`config.mk`:
```
export PLATFORM = sky130hd
export DESIGN_NAME = wdcw_top
export DESIGN_NICKNAME = d
export VERILOG_FILES = /design/src/rtl/wdcw_pkg.sv /design/src/rtl/wdcw_edge.sv /design/src/rtl/wdcw_counter.sv /design/src/rtl/wdcw_top.sv
export SDC_FILE = /design/constraint.sdc
export NUM_CORES = 1
export LEC_CHECK = 0
export CORE_MARGIN = 1
export CORE_UTILIZATION = 55
export DETAILED_ROUTE_END_ITERATION = 16
export DONT_BUFFER_PORTS = 1
export PLACE_DENSITY = 0.7
export SLEW_MARGIN = 15
export SYNTH_ARGS = -nofsm -noshare
export SYNTH_HDL_FRONTEND = slang
export SYNTH_HIERARCHICAL = 1
export SYNTH_SLANG_ARGS = --single-unit
```
`constraint.sdc`:
```
create_clock -name clock_i -period 2.9 [get_ports clock_i]
set_input_delay 0.145 -clock clock_i [delete_from_list [all_inputs] [get_ports clock_i]]
set_output_delay 0.145 -clock clock_i [all_outputs]
set_load 0.005 [all_outputs]
```
`src/rtl/wdcw_pkg.sv`:
```
// Constants shared by the watchdog control word logic.
package wdcw_pkg;

  // ===========================================================
  // Register map (byte addresses on the APB bus).
  localparam logic [11:0] ADDR_CTRL = 12'h000;
  localparam logic [11:0] ADDR_STAT = 12'h004;
  localparam logic [11:0] ADDR_MASK = 12'h008;

  // ===========================================================
  // Control word fields.
  localparam logic [7:0] KEY_READ = 8'h69;
  localparam logic [7:0] KEY_WRITE = 8'h5A;
  localparam int KEY_LSB = 8;
  localparam int FREEZE_POS = 7;
  localparam int CLK_PICK_LSB = 5;
  localparam int KIND_POS = 4;
  localparam int WIPE_POS = 3;
  localparam int PERIOD_LSB = 0;

  // ===========================================================
  // Values after reset; the control word fields also after a power-up-clear.
  localparam logic FREEZE_RST = 1'h0;
  localparam logic [1:0] CLK_PICK_RST = 2'h0;
  localparam logic KIND_RST = 1'h0;
  localparam logic [2:0] PERIOD_RST = 3'h4;
  localparam logic [7:0] STAT_RST = 8'h00;
  localparam logic [7:0] MASK_RST = 8'h00;

  // ===========================================================
  // Clock pick encodings.
  localparam logic [1:0] CLK_SUBSYS = 2'h0;
  localparam logic [1:0] CLK_AUX = 2'h1;
  localparam logic [1:0] CLK_VLO = 2'h2;
  localparam logic [1:0] CLK_EXTRA = 2'h3;

  // ===========================================================
  // Counter bit watched for each period pick code; dividing by 2^n
  // watches bit n-1.  Entry k belongs to code k.
  localparam logic [7:0][4:0] TAP_BIT = {
    5'h05, 5'h08, 5'h0C, 5'h0E, 5'h12, 5'h16, 5'h1A, 5'h1E
  };

  // Mode kinds.
  localparam logic KIND_WATCHDOG = 1'h0;
  localparam logic KIND_INTERVAL = 1'h1;

endpackage

```
`src/rtl/wdcw_edge.sv`:
```
// Rising edge detector for a selected count clock level.
`timescale 1ns/1ps
module wdcw_edge
(
  // Clock and reset
  input wire logic clock_i,
  input wire logic sys_rst_i,
  // Level in, pulse out
  input wire logic level_i,
  output logic rise_o
);

  typedef struct packed {
    logic prev;
    logic rise;
  } wdcw_edge_s;

  wdcw_edge_s st_r;
  wdcw_edge_s st_nxt;

  always_comb
  begin
    st_nxt = st_r;
    st_nxt.prev = level_i;
    st_nxt.rise = level_i & ~st_r.prev;
  end

  always_ff @(posedge clock_i)
  begin
    if (sys_rst_i)
    begin
      st_r <= '0;
    end
    else
    begin
      st_r <= st_nxt;
    end
  end

  assign rise_o = st_r.rise;

endmodule

```
`src/rtl/wdcw_counter.sv`:
```
// Internal up-counter with period tap and expiry pulse.
`timescale 1ns/1ps
module wdcw_counter
#(
  parameter int WIDTH = 32
)
(
  // Clock and reset
  input wire logic clock_i,
  input wire logic sys_rst_i,
  // Control
  input wire logic tick_i,
  input wire logic freeze_i,
  input wire logic clear_i,
  input wire logic [2:0] period_i,
  // Result
  output logic expire_o
);

  typedef struct packed {
    logic [WIDTH-1:0] cnt;
    logic tap;
    logic expire;
  } wdcw_counter_s;

  wdcw_counter_s st_r;
  wdcw_counter_s st_nxt;

  always_comb
  begin
    st_nxt = st_r;
    st_nxt.expire = 1'h0;
    if (clear_i)
    begin
      st_nxt.cnt = '0;
      st_nxt.tap = 1'h0;
    end
    else
    begin
      if (tick_i && !freeze_i)
      begin
        st_nxt.cnt = st_r.cnt + {{(WIDTH-1){1'h0}}, 1'h1};
      end
      // A new tap pick may itself look like an edge; software is
      // expected to wipe the count when changing the period.
      st_nxt.tap = st_nxt.cnt[wdcw_pkg::TAP_BIT[period_i]];
      st_nxt.expire = st_nxt.tap & ~st_r.tap;
    end
  end

  always_ff @(posedge clock_i)
  begin
    if (sys_rst_i)
    begin
      st_r <= '0;
    end
    else
    begin
      st_r <= st_nxt;
    end
  end

  assign expire_o = st_r.expire;

endmodule

```
`src/rtl/wdcw_top.sv`:
```
// Watchdog control word logic with APB register access.
// Operation
// - Reads of the control word return 69h in bits 15-8.
// - A control word write whose key is not 5Ah raises a power-up-clear.
// - The freeze bit at 7 stops the counter while set.
// - Bits 6-5 pick subsystem, auxiliary, low-power or extra clock.
// - Bit 4 picks watchdog (0) or interval (1) behaviour on expiry.
// - Writing 1 to bit 3 zeroes the counter, writing 0 does nothing.
// - Bit 3 clears itself and always reads back as zero.
// - Bits 2-0 pick the expiry period and come up as 4h.
// - Period codes 0 to 7 divide by 2^31,27,23,19,15,13,9,6.
// - After a power-up-clear it is a watchdog on the subsystem clock.
// - Watchdog-mode expiry raises a power-up-clear and sets the flag.
// - Interval-mode expiry sets the flag only; software clears it.
// - A write to the control word that is not a full 16-bit word resets.
//
// The APB interface to the registers and the address map were decided locally.
`timescale 1ns/1ps
module wdcw_top
#(
  parameter int CNT_WIDTH = 32
)
(
  // Clock and reset
  input wire logic clock_i,
  input wire logic sys_rst_i,
  // APB slave
  input wire logic psel_i,
  input wire logic penable_i,
  input wire logic pwrite_i,
  input wire logic [11:0] paddr_i,
  input wire logic [31:0] pwdata_i,
  input wire logic [3:0] pstrb_i,
  output logic [31:0] prdata_o,
  output logic pready_o,
  output logic pslverr_o,
  // Count clock sources, sampled as levels
  input wire logic subsystem_master_clock_i,
  input wire logic aux_clock_i,
  input wire logic very_low_power_osc_clock_i,
  input wire logic extra_clock_i,
  // System outputs
  output logic power_up_clear_reset_o,
  output logic irq_o
);

  // ===========================================================
  // State.
  typedef enum logic [2:0]
  {
    BUS_IDLE = 3'h1,
    BUS_OKAY = 3'h2,
    BUS_FAULT = 3'h4
  } wdcw_bus_e;

  typedef struct packed {
    logic freeze;
    logic [1:0] clk_pick;
    logic kind;
    logic [2:0] period;
    logic wipe;
    logic power_up_clear_reset;
    logic [7:0] status;
    logic [7:0] mask;
    logic irq;
    logic pready;
    logic pslverr;
    logic [31:0] prdata;
    wdcw_bus_e phase;
  } wdcw_top_s;

  wdcw_top_s st_r;
  wdcw_top_s st_nxt;

  logic sel_level;
  logic tick;
  logic expire;
  logic acc_go;
  logic acc_done;
  logic hit_ctrl;
  logic hit_stat;
  logic hit_mask;
  logic bad_key;
  logic part_wr;
  logic puc_evt;
  logic [15:0] ctrl_view;
  logic [31:0] rd_word;
  logic hit_any;
  logic wr_ctrl;
  logic wr_mask;
  logic rd_stat;

  // ===========================================================
  // Count clock selection.
  always_comb
  begin
    case (st_r.clk_pick)
      wdcw_pkg::CLK_SUBSYS: sel_level = subsystem_master_clock_i;
      wdcw_pkg::CLK_AUX: sel_level = aux_clock_i;
      wdcw_pkg::CLK_VLO: sel_level = very_low_power_osc_clock_i;
      wdcw_pkg::CLK_EXTRA: sel_level = extra_clock_i;
      default: sel_level = subsystem_master_clock_i;
    endcase
  end

  // Source changes while running may give one stray edge; halting
  // first avoids a short interval.
  wdcw_edge u_edge
  (
    .clock_i(clock_i),
    .sys_rst_i(sys_rst_i),
    .level_i(sel_level),
    .rise_o(tick)
  );

  wdcw_counter #(.WIDTH(CNT_WIDTH)) u_counter
  (
    .clock_i(clock_i),
    .sys_rst_i(sys_rst_i),
    .tick_i(tick),
    .freeze_i(st_r.freeze),
    .clear_i(st_r.wipe),
    .period_i(st_r.period),
    .expire_o(expire)
  );

  // ===========================================================
  // Bus decode.
  assign acc_go = psel_i & penable_i & ~st_r.pready;
  assign acc_done = psel_i & penable_i & st_r.pready;
  assign hit_ctrl = (paddr_i == wdcw_pkg::ADDR_CTRL);
  assign hit_stat = (paddr_i == wdcw_pkg::ADDR_STAT);
  assign hit_mask = (paddr_i == wdcw_pkg::ADDR_MASK);
  assign bad_key = (pwdata_i[wdcw_pkg::KEY_LSB +: 8]
                    != wdcw_pkg::KEY_WRITE);
  assign part_wr = (pstrb_i[1:0] != 2'h3);
  // Register side effects happen only at the edge that completes a transfer.
  assign hit_any = hit_ctrl | hit_stat | hit_mask;
  assign wr_ctrl = acc_done & pwrite_i & hit_ctrl;
  assign wr_mask = acc_done & pwrite_i & hit_mask;
  assign rd_stat = acc_done & ~pwrite_i & hit_stat;

  assign ctrl_view = {wdcw_pkg::KEY_READ,
                      st_r.freeze,
                      st_r.clk_pick,
                      st_r.kind,
                      1'b0,
                      st_r.period};

  // ===========================================================
  // Read data.
  always_comb
  begin
    rd_word = 32'h0000_0000;
    if (!pwrite_i)
    begin
      case (paddr_i)
        wdcw_pkg::ADDR_CTRL:
        begin
          rd_word = {16'h0000, ctrl_view};
        end
        wdcw_pkg::ADDR_STAT:
        begin
          rd_word = {24'h00_0000, st_r.status};
        end
        wdcw_pkg::ADDR_MASK:
        begin
          rd_word = {24'h00_0000, st_r.mask};
        end
        default:
        begin
          rd_word = 32'h0000_0000;
        end
      endcase
    end
  end

  // ===========================================================
  // Next state.
  always_comb
  begin
    st_nxt = st_r;
    puc_evt = 1'b0;
    st_nxt.wipe = 1'b0;
    st_nxt.power_up_clear_reset = 1'b0;

    // One wait state: the answer is prepared at the first access edge
    // and shown for exactly one cycle, so pready never lingers high.
    case (st_r.phase)
      BUS_IDLE:
      begin
        if (acc_go)
        begin
          if (hit_any)
          begin
            st_nxt.phase = BUS_OKAY;
          end
          else
          begin
            st_nxt.phase = BUS_FAULT;
          end
        end
      end
      BUS_OKAY:
      begin
        st_nxt.phase = BUS_IDLE;
      end
      BUS_FAULT:
      begin
        st_nxt.phase = BUS_IDLE;
      end
      default:
      begin
        st_nxt.phase = BUS_IDLE;
      end
    endcase
    st_nxt.pready = (st_nxt.phase != BUS_IDLE);
    st_nxt.pslverr = (st_nxt.phase == BUS_FAULT);
    if (acc_go)
    begin
      st_nxt.prdata = rd_word;
    end

    // Read-clear drops only the bits that were returned, so an event
    // landing in the same cycle survives.
    if (rd_stat)
    begin
      st_nxt.status = st_r.status & ~st_r.prdata[7:0];
    end

    if (wr_mask)
    begin
      st_nxt.mask = pwdata_i[7:0];
    end

    if (wr_ctrl)
    begin
      if (part_wr)
      begin
        puc_evt = 1'b1;
      end
      else if (bad_key)
      begin
        puc_evt = 1'b1;
      end
      else
      begin
        st_nxt.freeze = pwdata_i[wdcw_pkg::FREEZE_POS];
        st_nxt.clk_pick = pwdata_i[wdcw_pkg::CLK_PICK_LSB +: 2];
        st_nxt.kind = pwdata_i[wdcw_pkg::KIND_POS];
        st_nxt.period = pwdata_i[wdcw_pkg::PERIOD_LSB +: 3];
        st_nxt.wipe = pwdata_i[wdcw_pkg::WIPE_POS];
      end
    end

    if (expire)
    begin
      st_nxt.status[0] = 1'b1;
      if (st_r.kind == wdcw_pkg::KIND_WATCHDOG)
      begin
        puc_evt = 1'b1;
      end
    end

    // A power-up-clear puts the control word back to its defaults and
    // wipes the count; the flag is set so the cause can be read.
    if (puc_evt)
    begin
      st_nxt.status[0] = 1'b1;
      st_nxt.power_up_clear_reset = 1'b1;
      st_nxt.wipe = 1'b1;
      st_nxt.freeze = wdcw_pkg::FREEZE_RST;
      st_nxt.clk_pick = wdcw_pkg::CLK_PICK_RST;
      st_nxt.kind = wdcw_pkg::KIND_RST;
      st_nxt.period = wdcw_pkg::PERIOD_RST;
    end

    st_nxt.irq = |(st_nxt.status & st_nxt.mask);
  end

  // ===========================================================
  // Registers.
  always_ff @(posedge clock_i)
  begin
    if (sys_rst_i)
    begin
      st_r <= '0;
      st_r.freeze <= wdcw_pkg::FREEZE_RST;
      st_r.clk_pick <= wdcw_pkg::CLK_PICK_RST;
      st_r.kind <= wdcw_pkg::KIND_RST;
      st_r.period <= wdcw_pkg::PERIOD_RST;
      st_r.status <= wdcw_pkg::STAT_RST;
      st_r.mask <= wdcw_pkg::MASK_RST;
      st_r.phase <= BUS_IDLE;
    end
    else
    begin
      st_r <= st_nxt;
    end
  end

  assign prdata_o = st_r.prdata;
  assign pready_o = st_r.pready;
  assign pslverr_o = st_r.pslverr;
  assign power_up_clear_reset_o = st_r.power_up_clear_reset;
  assign irq_o = st_r.irq;

endmodule

```
After elaboration in Yosys (flattened, before gate mapping)
Memory sizes are Yosys's and may differ from the RTL's. A register that Yosys moved wholly into a read port is not among the register bits.
Cells that the tools add are included.
W data, S select, Z words.
{"block": "totals", "out_inout_bits": 36, "regBits": 99, "mem_count": 1, "wordCells": 87, "mem_bits_ro": 40, "inputBits": 57}
{"block": "classes", "bitwise": 21, "muxes": 26, "eq_ne": 10, "addsub": 1, "magnitude_cmp": 2, "n_reduce_logical": 8}
{"name": "(no name shown)", "depth": 8, "width": 5, "rd": 1, "rd_clocked_by_memory_dff": 1, "wr": 0, "line_no": "wdcw_counter.sv:46", "rtl": "st_nxt.tap = st_nxt.cnt[wdcw_pkg::TAP_BIT[period_i]];"}
{"op": "$mux W32", "n": 2}
{"op": "$pmux W15 S3", "n": 1}
{"op": "$add A32 B1 Y32 const B", "n": 1}
{"op": "$and A8 B8 Y8", "n": 2}
{"op": "$mux W8", "n": 2}
{"op": "$mux W15", "n": 1}
{"op": "$mux W3", "n": 5}
{"op": "$eq A12 B3 Y1 const B", "n": 1}
{"op": "$eq A12 B4 Y1 const B", "n": 1}
{"op": "$logic_not A12 Y1", "n": 1}
{"op": "$mux W1", "n": 11}
{"op": "$and A1 B1 Y1", "n": 10}
{"op": "$ne A8 B7 Y1 const B", "n": 1}
{"op": "$not A8 Y8", "n": 1}
{"op": "$reduce_or A8 Y1", "n": 1}
{"op": "$lt A5 B6 Y1 const B", "n": 1}
{"op": "$not A1 Y1", "n": 6}
{"op": "$bmux W1 S5", "n": 1}
{"op": "$mux W5", "n": 1}
{"op": "$eq A2 B2 Y1 const B", "n": 2}
{"op": "$lt A3 B4 Y1 const B", "n": 1}
{"op": "$pmux W1 S4", "n": 1}
{"op": "$reduce_or A2 Y1", "n": 2}
{"op": "$eq A3 B1 Y1 const B", "n": 1}
{"op": "other kinds (10)", "n": 11}

Longest topological paths before layout
Gate-level depths: netlist of the first run.
{"block": "depth", "word_depth": 10, "depth_mapped": 7}

Hierarchy
The synthesis of the first run kept the hierarchy.
{"mod": "wdcw_top", "cells_per_inst": 222, "instances": 1, "seq_area_each_um2": 800.8, "area_each_um2": 2020.7}
{"mod": "wdcw_counter", "cells_per_inst": 190, "instances": 1, "seq_area_each_um2": 660.6, "area_each_um2": 1662.8}
{"mod": "wdcw_edge", "cells_per_inst": 4, "instances": 1, "seq_area_each_um2": 40.0, "area_each_um2": 58.8}

Least setup slack after synthesis of the first run
No wires, ideal clock.
{"block": "synth_timing", "kind": "register to register", "start": "register u_counter/st_r[2] (netlist name)", "end": "register u_counter.st_r (netlist bit u_counter/expire_o)", "slack_ps": 754, "path_stages_with_launch": 8, "arrival_ps": 2058, "setup_time_ps": 88, "cell_sequence": "dfxtp_1 > ha_1 > nand3b_4 > or2_2 > nor4_1 > mux2_2 > o211a_1 > nor4_2"}
{"block": "synth_via", "elab_chain_cells": 6}
{"element": "start: declaration", "line_no": "wdcw_counter.sv:26", "rtl": "wdcw_counter_s st_r;"}
{"element": "start signal: assignment", "line_no": "wdcw_counter.sv:59", "rtl": "st_r <= st_nxt;"}
{"element": "$add A32 B1 Y32", "line_no": "wdcw_counter.sv:42", "rtl": "st_nxt.cnt = st_r.cnt + {{(WIDTH-1){1'h0}}, 1'h1};"}
{"element": "$mux W32 (*)", "line_no": "wdcw_counter.sv:40", "rtl": "if (tick_i && !freeze_i)"}
{"element": "$mux W32 (*)", "line_no": "wdcw_counter.sv:33", "rtl": "if (clear_i)"}
{"element": "$bmux W1 S5 (*)", "line_no": "wdcw_counter.sv:46"}
{"element": "$mux W1 (not written as such) (*)", "line_no": "wdcw_counter.sv:46"}
{"element": "$and A1 B1 Y1 (*)", "line_no": "wdcw_counter.sv:47", "rtl": "st_nxt.expire = st_nxt.tap & ~st_r.tap;"}
Mark *: on every way between the ends. The rest lies on a longest branch, timed or not. The select of a mux whose other input is x is not followed.
A chain may end at the register's enable or synchronous reset.

Final worst setup path of the first run
Ends and elaborated chain as after synthesis.

==> out/results.ini, run 1 <==
[cts]
htree_levels=3
clk-insertion-delay-late_ns=0.34
postCtsSetupBuffers=0
cts-root-buf=clkbuf_8
cts_buffers=9
clock-sinks=75
clk_pin_slew_ns=0.08
ctsLongestPathBuffers=2
cts_tree=done

[synth]
synth-seq-cells=75
yosys.area.top_type_share_pct=40.1
synth-compound-area-share_pct=8.16
yosys-top-cells-area=dfxtp_1 40%, nor2_1 7.1%, buf_4 6.6%
synth-simple-area-share_pct=28.5
async_flop_share_pct=0
synthAdderAreaFrac_pct=0.334
synthMuxAreaShare_pct=6.79
seq_area_frac_synth_pct=40.1
yosysTopAreaCell=dfxtp_1
netlist_area_mm2=0.00374
synth_top_family_by_area=simple AND/OR/NAND/NOR gates
synthCells=416
postSynthAreaPerCell_um2=9.00
synth_edf_count=0
synth_ff_type=dfxtp_1
synthDistinctLibCells=64
synth_xor_area_share_pct=6.32
synth.yosys.warnings=6

[setup_path]
cp.arrival_ns=2.62
worstSetupStartpoint=u_counter/st_r[2]$_SDFF_PP0_
cpMaxStageDelayCell=nor4_1
worstSetupEndpointType=register
path_cells=ha_1, nand3b_4, or2_2, nor4_1, mux2_2, o211a_1, nor4_2
rr_endpoint=u_counter/expire_o$_SDFF_PP0_
critPathRequiredTime_ns=3.15
r2r_cells=7
slowest_delay_ns=0.47
r2r-start=u_counter/st_r[2]$_SDFF_PP0_
critical_path_class=reg2reg
crit_path_start_kind=register
r2r_slack_ns=0.53
crit_buf_inv=0
crit_family=simple AND/OR/NAND/NOR gates
path_max_fanout=8

[drt]
final_antenna_net_count=0
dr_total_vias=2759
firstDrtPassIters=13
wl_per_cell_um=14.5
viasPerCell=5.60
wl_mm=7.17
route.detailed.drc=3
initialDrtViolationCount=99

[global_route]
grt_pass1_vias=2670
grt_remaining_overflow=0
grt_max_degree=33
grtUsageTotal_pct=21.3
grt_pass1_wl_mm=12.1
grt_antenna_before_repair=0

[floorplan]
core_area_mm2=0.00646
rows=29
ios=93
die_height_um=84.5
die_area_mm2=0.00714
start_util_pct=57.9
die_w_um=84.5

[outcome]
failed_checks=DRC
status=complete, but fails checks

[place]
portBuffers=0
dp_cells=465
gp_congestion=0.775
hpwlAfterDp_mm=5.04
pre_cts_slack_ns=0.533

[power]
p_switching_mw=0.410
p_total_mw=2.11
leakage_nw=1.52
ir_drop_mv=0.338
sw_frac_of_total_pct=19.4
combPwrFrac_pct=3.2
p_int_mw=1.70
pwr_density_cell_mw_per_mm2=530
clockPowerShare_pct=47.7
seqPwrFrac_pct=49.2

[cells_and_area]
drive_gt1_share_pct=11.3
nFillCells=567
final_nets=469
finalNonFillerCells=493
mostFrequentLayoutCells=75 x dfxtp_1, 71 x nor2_1, 26 x nand2_1
syn_to_final_growth_pct=6.39
final_common_cell=dfxtp_1
diodes=0

[timing]
max-slew-margin-rel_pct=23.2
report.final.slew_viol_count=0
fmaxAchievable_mhz=422
worst_pin_slew_ns=1.15
whs_ns=0.0344
hold_violations=0
period_minus_slack_ns=2.37
fin_skew_ns=0.00836
setup_ws_ns=0.533
min_period_over_period_pct=81.6
tns_ns=0
rsz0062_at_grt=false
setup_violations=0

[flow_run]
cap_violations=0

[min_path]
min_to=st_r[1]$_SDFF_PP0_
hold_start=paddr_i[3]
hp-class=in2reg
holdPathStages=2

==> cell families (layout without fill, tap and decap cells) <==
| kind of cell | count (synthesis) | in the layout |
|---|---|---|
| compound gates | 48 | 48 |
| xor+xnor | 27 | 27 |
| fa+ha+maj | 1 | 1 |
| buf+inv | 61 | 42 |
| flops | 75 | 75 |
| mux | 24 | 24 |
| other cells | 1 | 20 |
| simple gates | 179 | 179 |
==> power groups by stage <==
stage	logic, mW	registers [mW]	clock network [mW]
after floorplan	0.0697	1.06	0
after global placement	0.0445	1.06	0
after detailed placement	0.0451	1.06	0
after CTS	0.0661	1.04	1.03
after global routing	0.0734	1.04	1.08
final	0.0667	1.04	1.01
==> layer usage <==
metal	part of all wire [%]	global-route usage (%)
met1	44	26.0
met2	48	36.1
met3	6.4	6.69
met4	1.1	6.47
met5	0	0
==> cells in the mapped netlist, drive strengths merged (3+ instances only) <==
master and count:
nand3 6, buf 35, nand2 27, nand4 13
a21oi 8, nor3 8, o21ai 19, nor2 72
clkbuf 12, dfxtp 75, inv 14, and3 4
or2 6, o22ai 3, nor4b 3, nor4 12
or4 3, mux2i 22, xnor2 16, nor4bb 4
nor2b 6, a22oi 8, or3 4, and4 3
xor2 11
==> registers in the layout (all words and copies together), names as in the netlist <==
register	count
power_up_clear_reset_o	1
st_r	20
ctrl_view	7
pready_o	1
u_edge/st_r	1
u_edge/rise_o	1
prdata_o	9
irq_o	1
u_counter/expire_o	1
u_counter/st_r	32
pslverr_o	1
==> cell type report <==
type	count	area, um^2	share of cell area, %
clock buffers	12	165	4.15
clock inverters	4	95.1	2.39
inverters	14	52.6	1.32
multi-input cells	299	1950	49.0
flip-flops and latches	75	1500	37.7
well taps	77	96.3	2.42
repair buffers	12	120	3.02
==> how the worst max path moves through the flow <==
| stage | slack, ns | end | cells past startpoint |
|---|---|---|---|
| CTS | 0.51 | u_counter/expire_o$_SDFF_PP0_ | 7 |
| global route | 0.37 | u_counter/expire_o$_SDFF_PP0_ | 7 |
| finish | 0.53 | u_counter/expire_o$_SDFF_PP0_ | 7 |
| floorplan | 0.75 | u_counter/expire_o$_SDFF_PP0_ | 7 |
| global placement | 0.60 | u_counter/expire_o$_SDFF_PP0_ | 7 |
| detailed placement | 0.53 | u_counter/expire_o$_SDFF_PP0_ | 7 |
==> what timing repair did <==
action	4_1_cts	5_1_grt
gates resized for setup	0	0
hold buffers	12	0
endpoints found under the setup margin	0	0
hold endpoints to repair	40	0
==> through the flow <==
step	instance area (um^2)	util, %
2_1_floorplan	3810	-
3_3_place_gp	3600	55.8
3_5_place_dp	3600	55.8
4_1_cts	3980	61.6
5_1_grt	3980	61.6
6_report	3980	61.6
Note: power is estimated with default switching activity, not from simulation.
==> inputs of run 2 (changes only) <==
clock period = 2.39 ns   (was 2.9 ns; I/O delays follow)
==> out/results.ini, run 2 (same netlist as run 1, synthesis figures left out) <==
[cells_and_area]
regMostFlops=u_counter/st_r
finalNonFillerCells=502
final_common_cell=dfxtp_1
largest_register_ffs=32
mostFrequentLayoutCells=75 x dfxtp_1, 71 x nor2_1, 26 x nand2_1
syn_to_final_growth_pct=5.95
final_core_utilization_pct=61.4
drive_gt1_share_pct=12.9
nFillCells=559
final_nets=478
diodes=0

[power]
leakage_nw=1.52
p_switching_mw=0.532
clockPowerShare_pct=38.9
combPwrFrac_pct=3.8
seqPwrFrac_pct=57.3
pwr_density_cell_mw_per_mm2=554
p_int_mw=1.67
sw_frac_of_total_pct=24.2
ir_drop_mv=0.426

[global_route]
grt_pass1_vias=2727
grt_max_degree=33
grt_pass1_wl_mm=12.4
grt_remaining_overflow=0
grtUsageTotal_pct=22.1
grt_antenna_before_repair=0

[floorplan]
core_area_mm2=0.00646
ios=93
die_height_um=84.5
die_w_um=84.5
rows=29
die_area_mm2=0.00714
start_util_pct=57.9

[drt]
viasPerCell=5.61
wl_per_cell_um=14.6
wl_met3_um=389
wl_met2_mm=3.55
maxUsedRoutingLayer=met4
wl_mm=7.35
final_antenna_net_count=0
met1_length_mm=3.26
route.detailed.drc=5
initialDrtViolationCount=116
firstDrtPassIters=11
dr_total_vias=2814

[setup_path]
crit_buf_inv=0
slowest_delay_ns=0.59
crit_family=simple AND/OR/NAND/NOR gates
crit_path_start_kind=register
path_cells=ha_1, nand3b_4, or4_4, nor4_4, nand3_1, a211o_1, nor3_1
critical_path_class=reg2reg
cp.arrival_ns=2.47
worstSetupEndpointType=register
cpMaxStageDelayCell=or4_4
critPathRequiredTime_ns=2.66
path_max_fanout=8

[timing]
worst_pin_slew_ns=0.667
whs_ns=0.0532
tns_ns=0
setup_violations=0
min_period_over_period_pct=92.1
setup_ws_ns=0.190
fmaxAchievable_mhz=454
rsz0062_at_grt=false
max-slew-margin-rel_pct=55.4
period_minus_slack_ns=2.20
report.final.slew_viol_count=0
fin_skew_ns=0.0136
hold_violations=0

[place]
portBuffers=0
hpwlAfterDp_mm=5.21
gp_congestion=0.802
pre_cts_slack_ns=0.137
dp_cells=472

[flow_run]
cap_violations=0

[cts]
ctsLongestPathBuffers=2
clock-sinks=75
cts_tree=done
clk_pin_slew_ns=0.09
cts-root-buf=clkbuf_8
clk-insertion-delay-late_ns=0.35
htree_levels=3
cts_buffers=9
postCtsSetupBuffers=0

[min_path]
hp-class=in2reg

[outcome]
failed_checks=DRC
status=complete, but fails checks

## run 2: cell count changes in the layout (fill, tap and decap cells not counted), moves of 2 or more
cell        before  now
bufinv_16        3    0
clkinv_4         0    2
buf_4            0    7
clkinvlp_4       0    2
clkbuf_8        12    9
## run 2: final timing paths
kind,depth (start not counted),from,endpoint,slack [ns]
max,7,u_counter/st_r[2]$_SDFF_PP0_,u_counter/st_r[1]$_SDFF_PP0_,0.19
min,3,pwrite_i,prdata_o[3]$_SDFFE_PP0P_,0.05
max reg2reg,7,u_counter/st_r[2]$_SDFF_PP0_,u_counter/st_r[1]$_SDFF_PP0_,0.19
min reg2reg,1,u_edge/st_r[1]$_SDFF_PP0_,u_edge/rise_o$_SDFF_PP0_,0.41
## run 2: power groups by stage
stage | clock network, mW | logic, mW | registers (mW)
after detailed placement | 0 | 0.0572 | 1.29
after global placement | 0 | 0.0569 | 1.29
after global routing | 0.926 | 0.0933 | 1.26
after CTS | 0.878 | 0.0833 | 1.26
final | 0.855 | 0.0838 | 1.26
after floorplan | 0 | 0.0846 | 1.29
## run 2: final cells by class
cell class              count  area [um^2]  share of cell area (%)
clock buffers              10          128                    3.22
clock inverters             6         42.5                    1.07
inverters                  14         52.6                    1.33
multi-input cells         299         1960                    49.4
flip-flops and latches     75         1500                    37.9
well taps                  77         96.3                    2.43
repair buffers             21          188                    4.73
## run 2: what timing repair did
action	4_1_cts	5_1_grt
endpoints found under the setup margin	0	2
endpoints found under the hold margin	40	0
resized for setup	0	1
hold buffers	14	0
## run 2: metrics by stage
step,power [mW],instance area [um^2]
floorplan,1.37,3810
global placement,1.35,3650
detailed placement,1.35,3650
CTS,2.22,3960
global route,2.28,3970
finish,2.20,3970
## run 2: tightest hold or removal path, stage by stage
cell and delay, ns:
nor3b_4 0.05, a22oi_1 0.14, nor2_1 0.05
## run 2: per-layer routing
layer	up-vias	track usage [%]
li1	1390	-
met1	1325	26.6
met2	81	37.1
met3	18	6.98
met4	0	8.01
met5	-	0
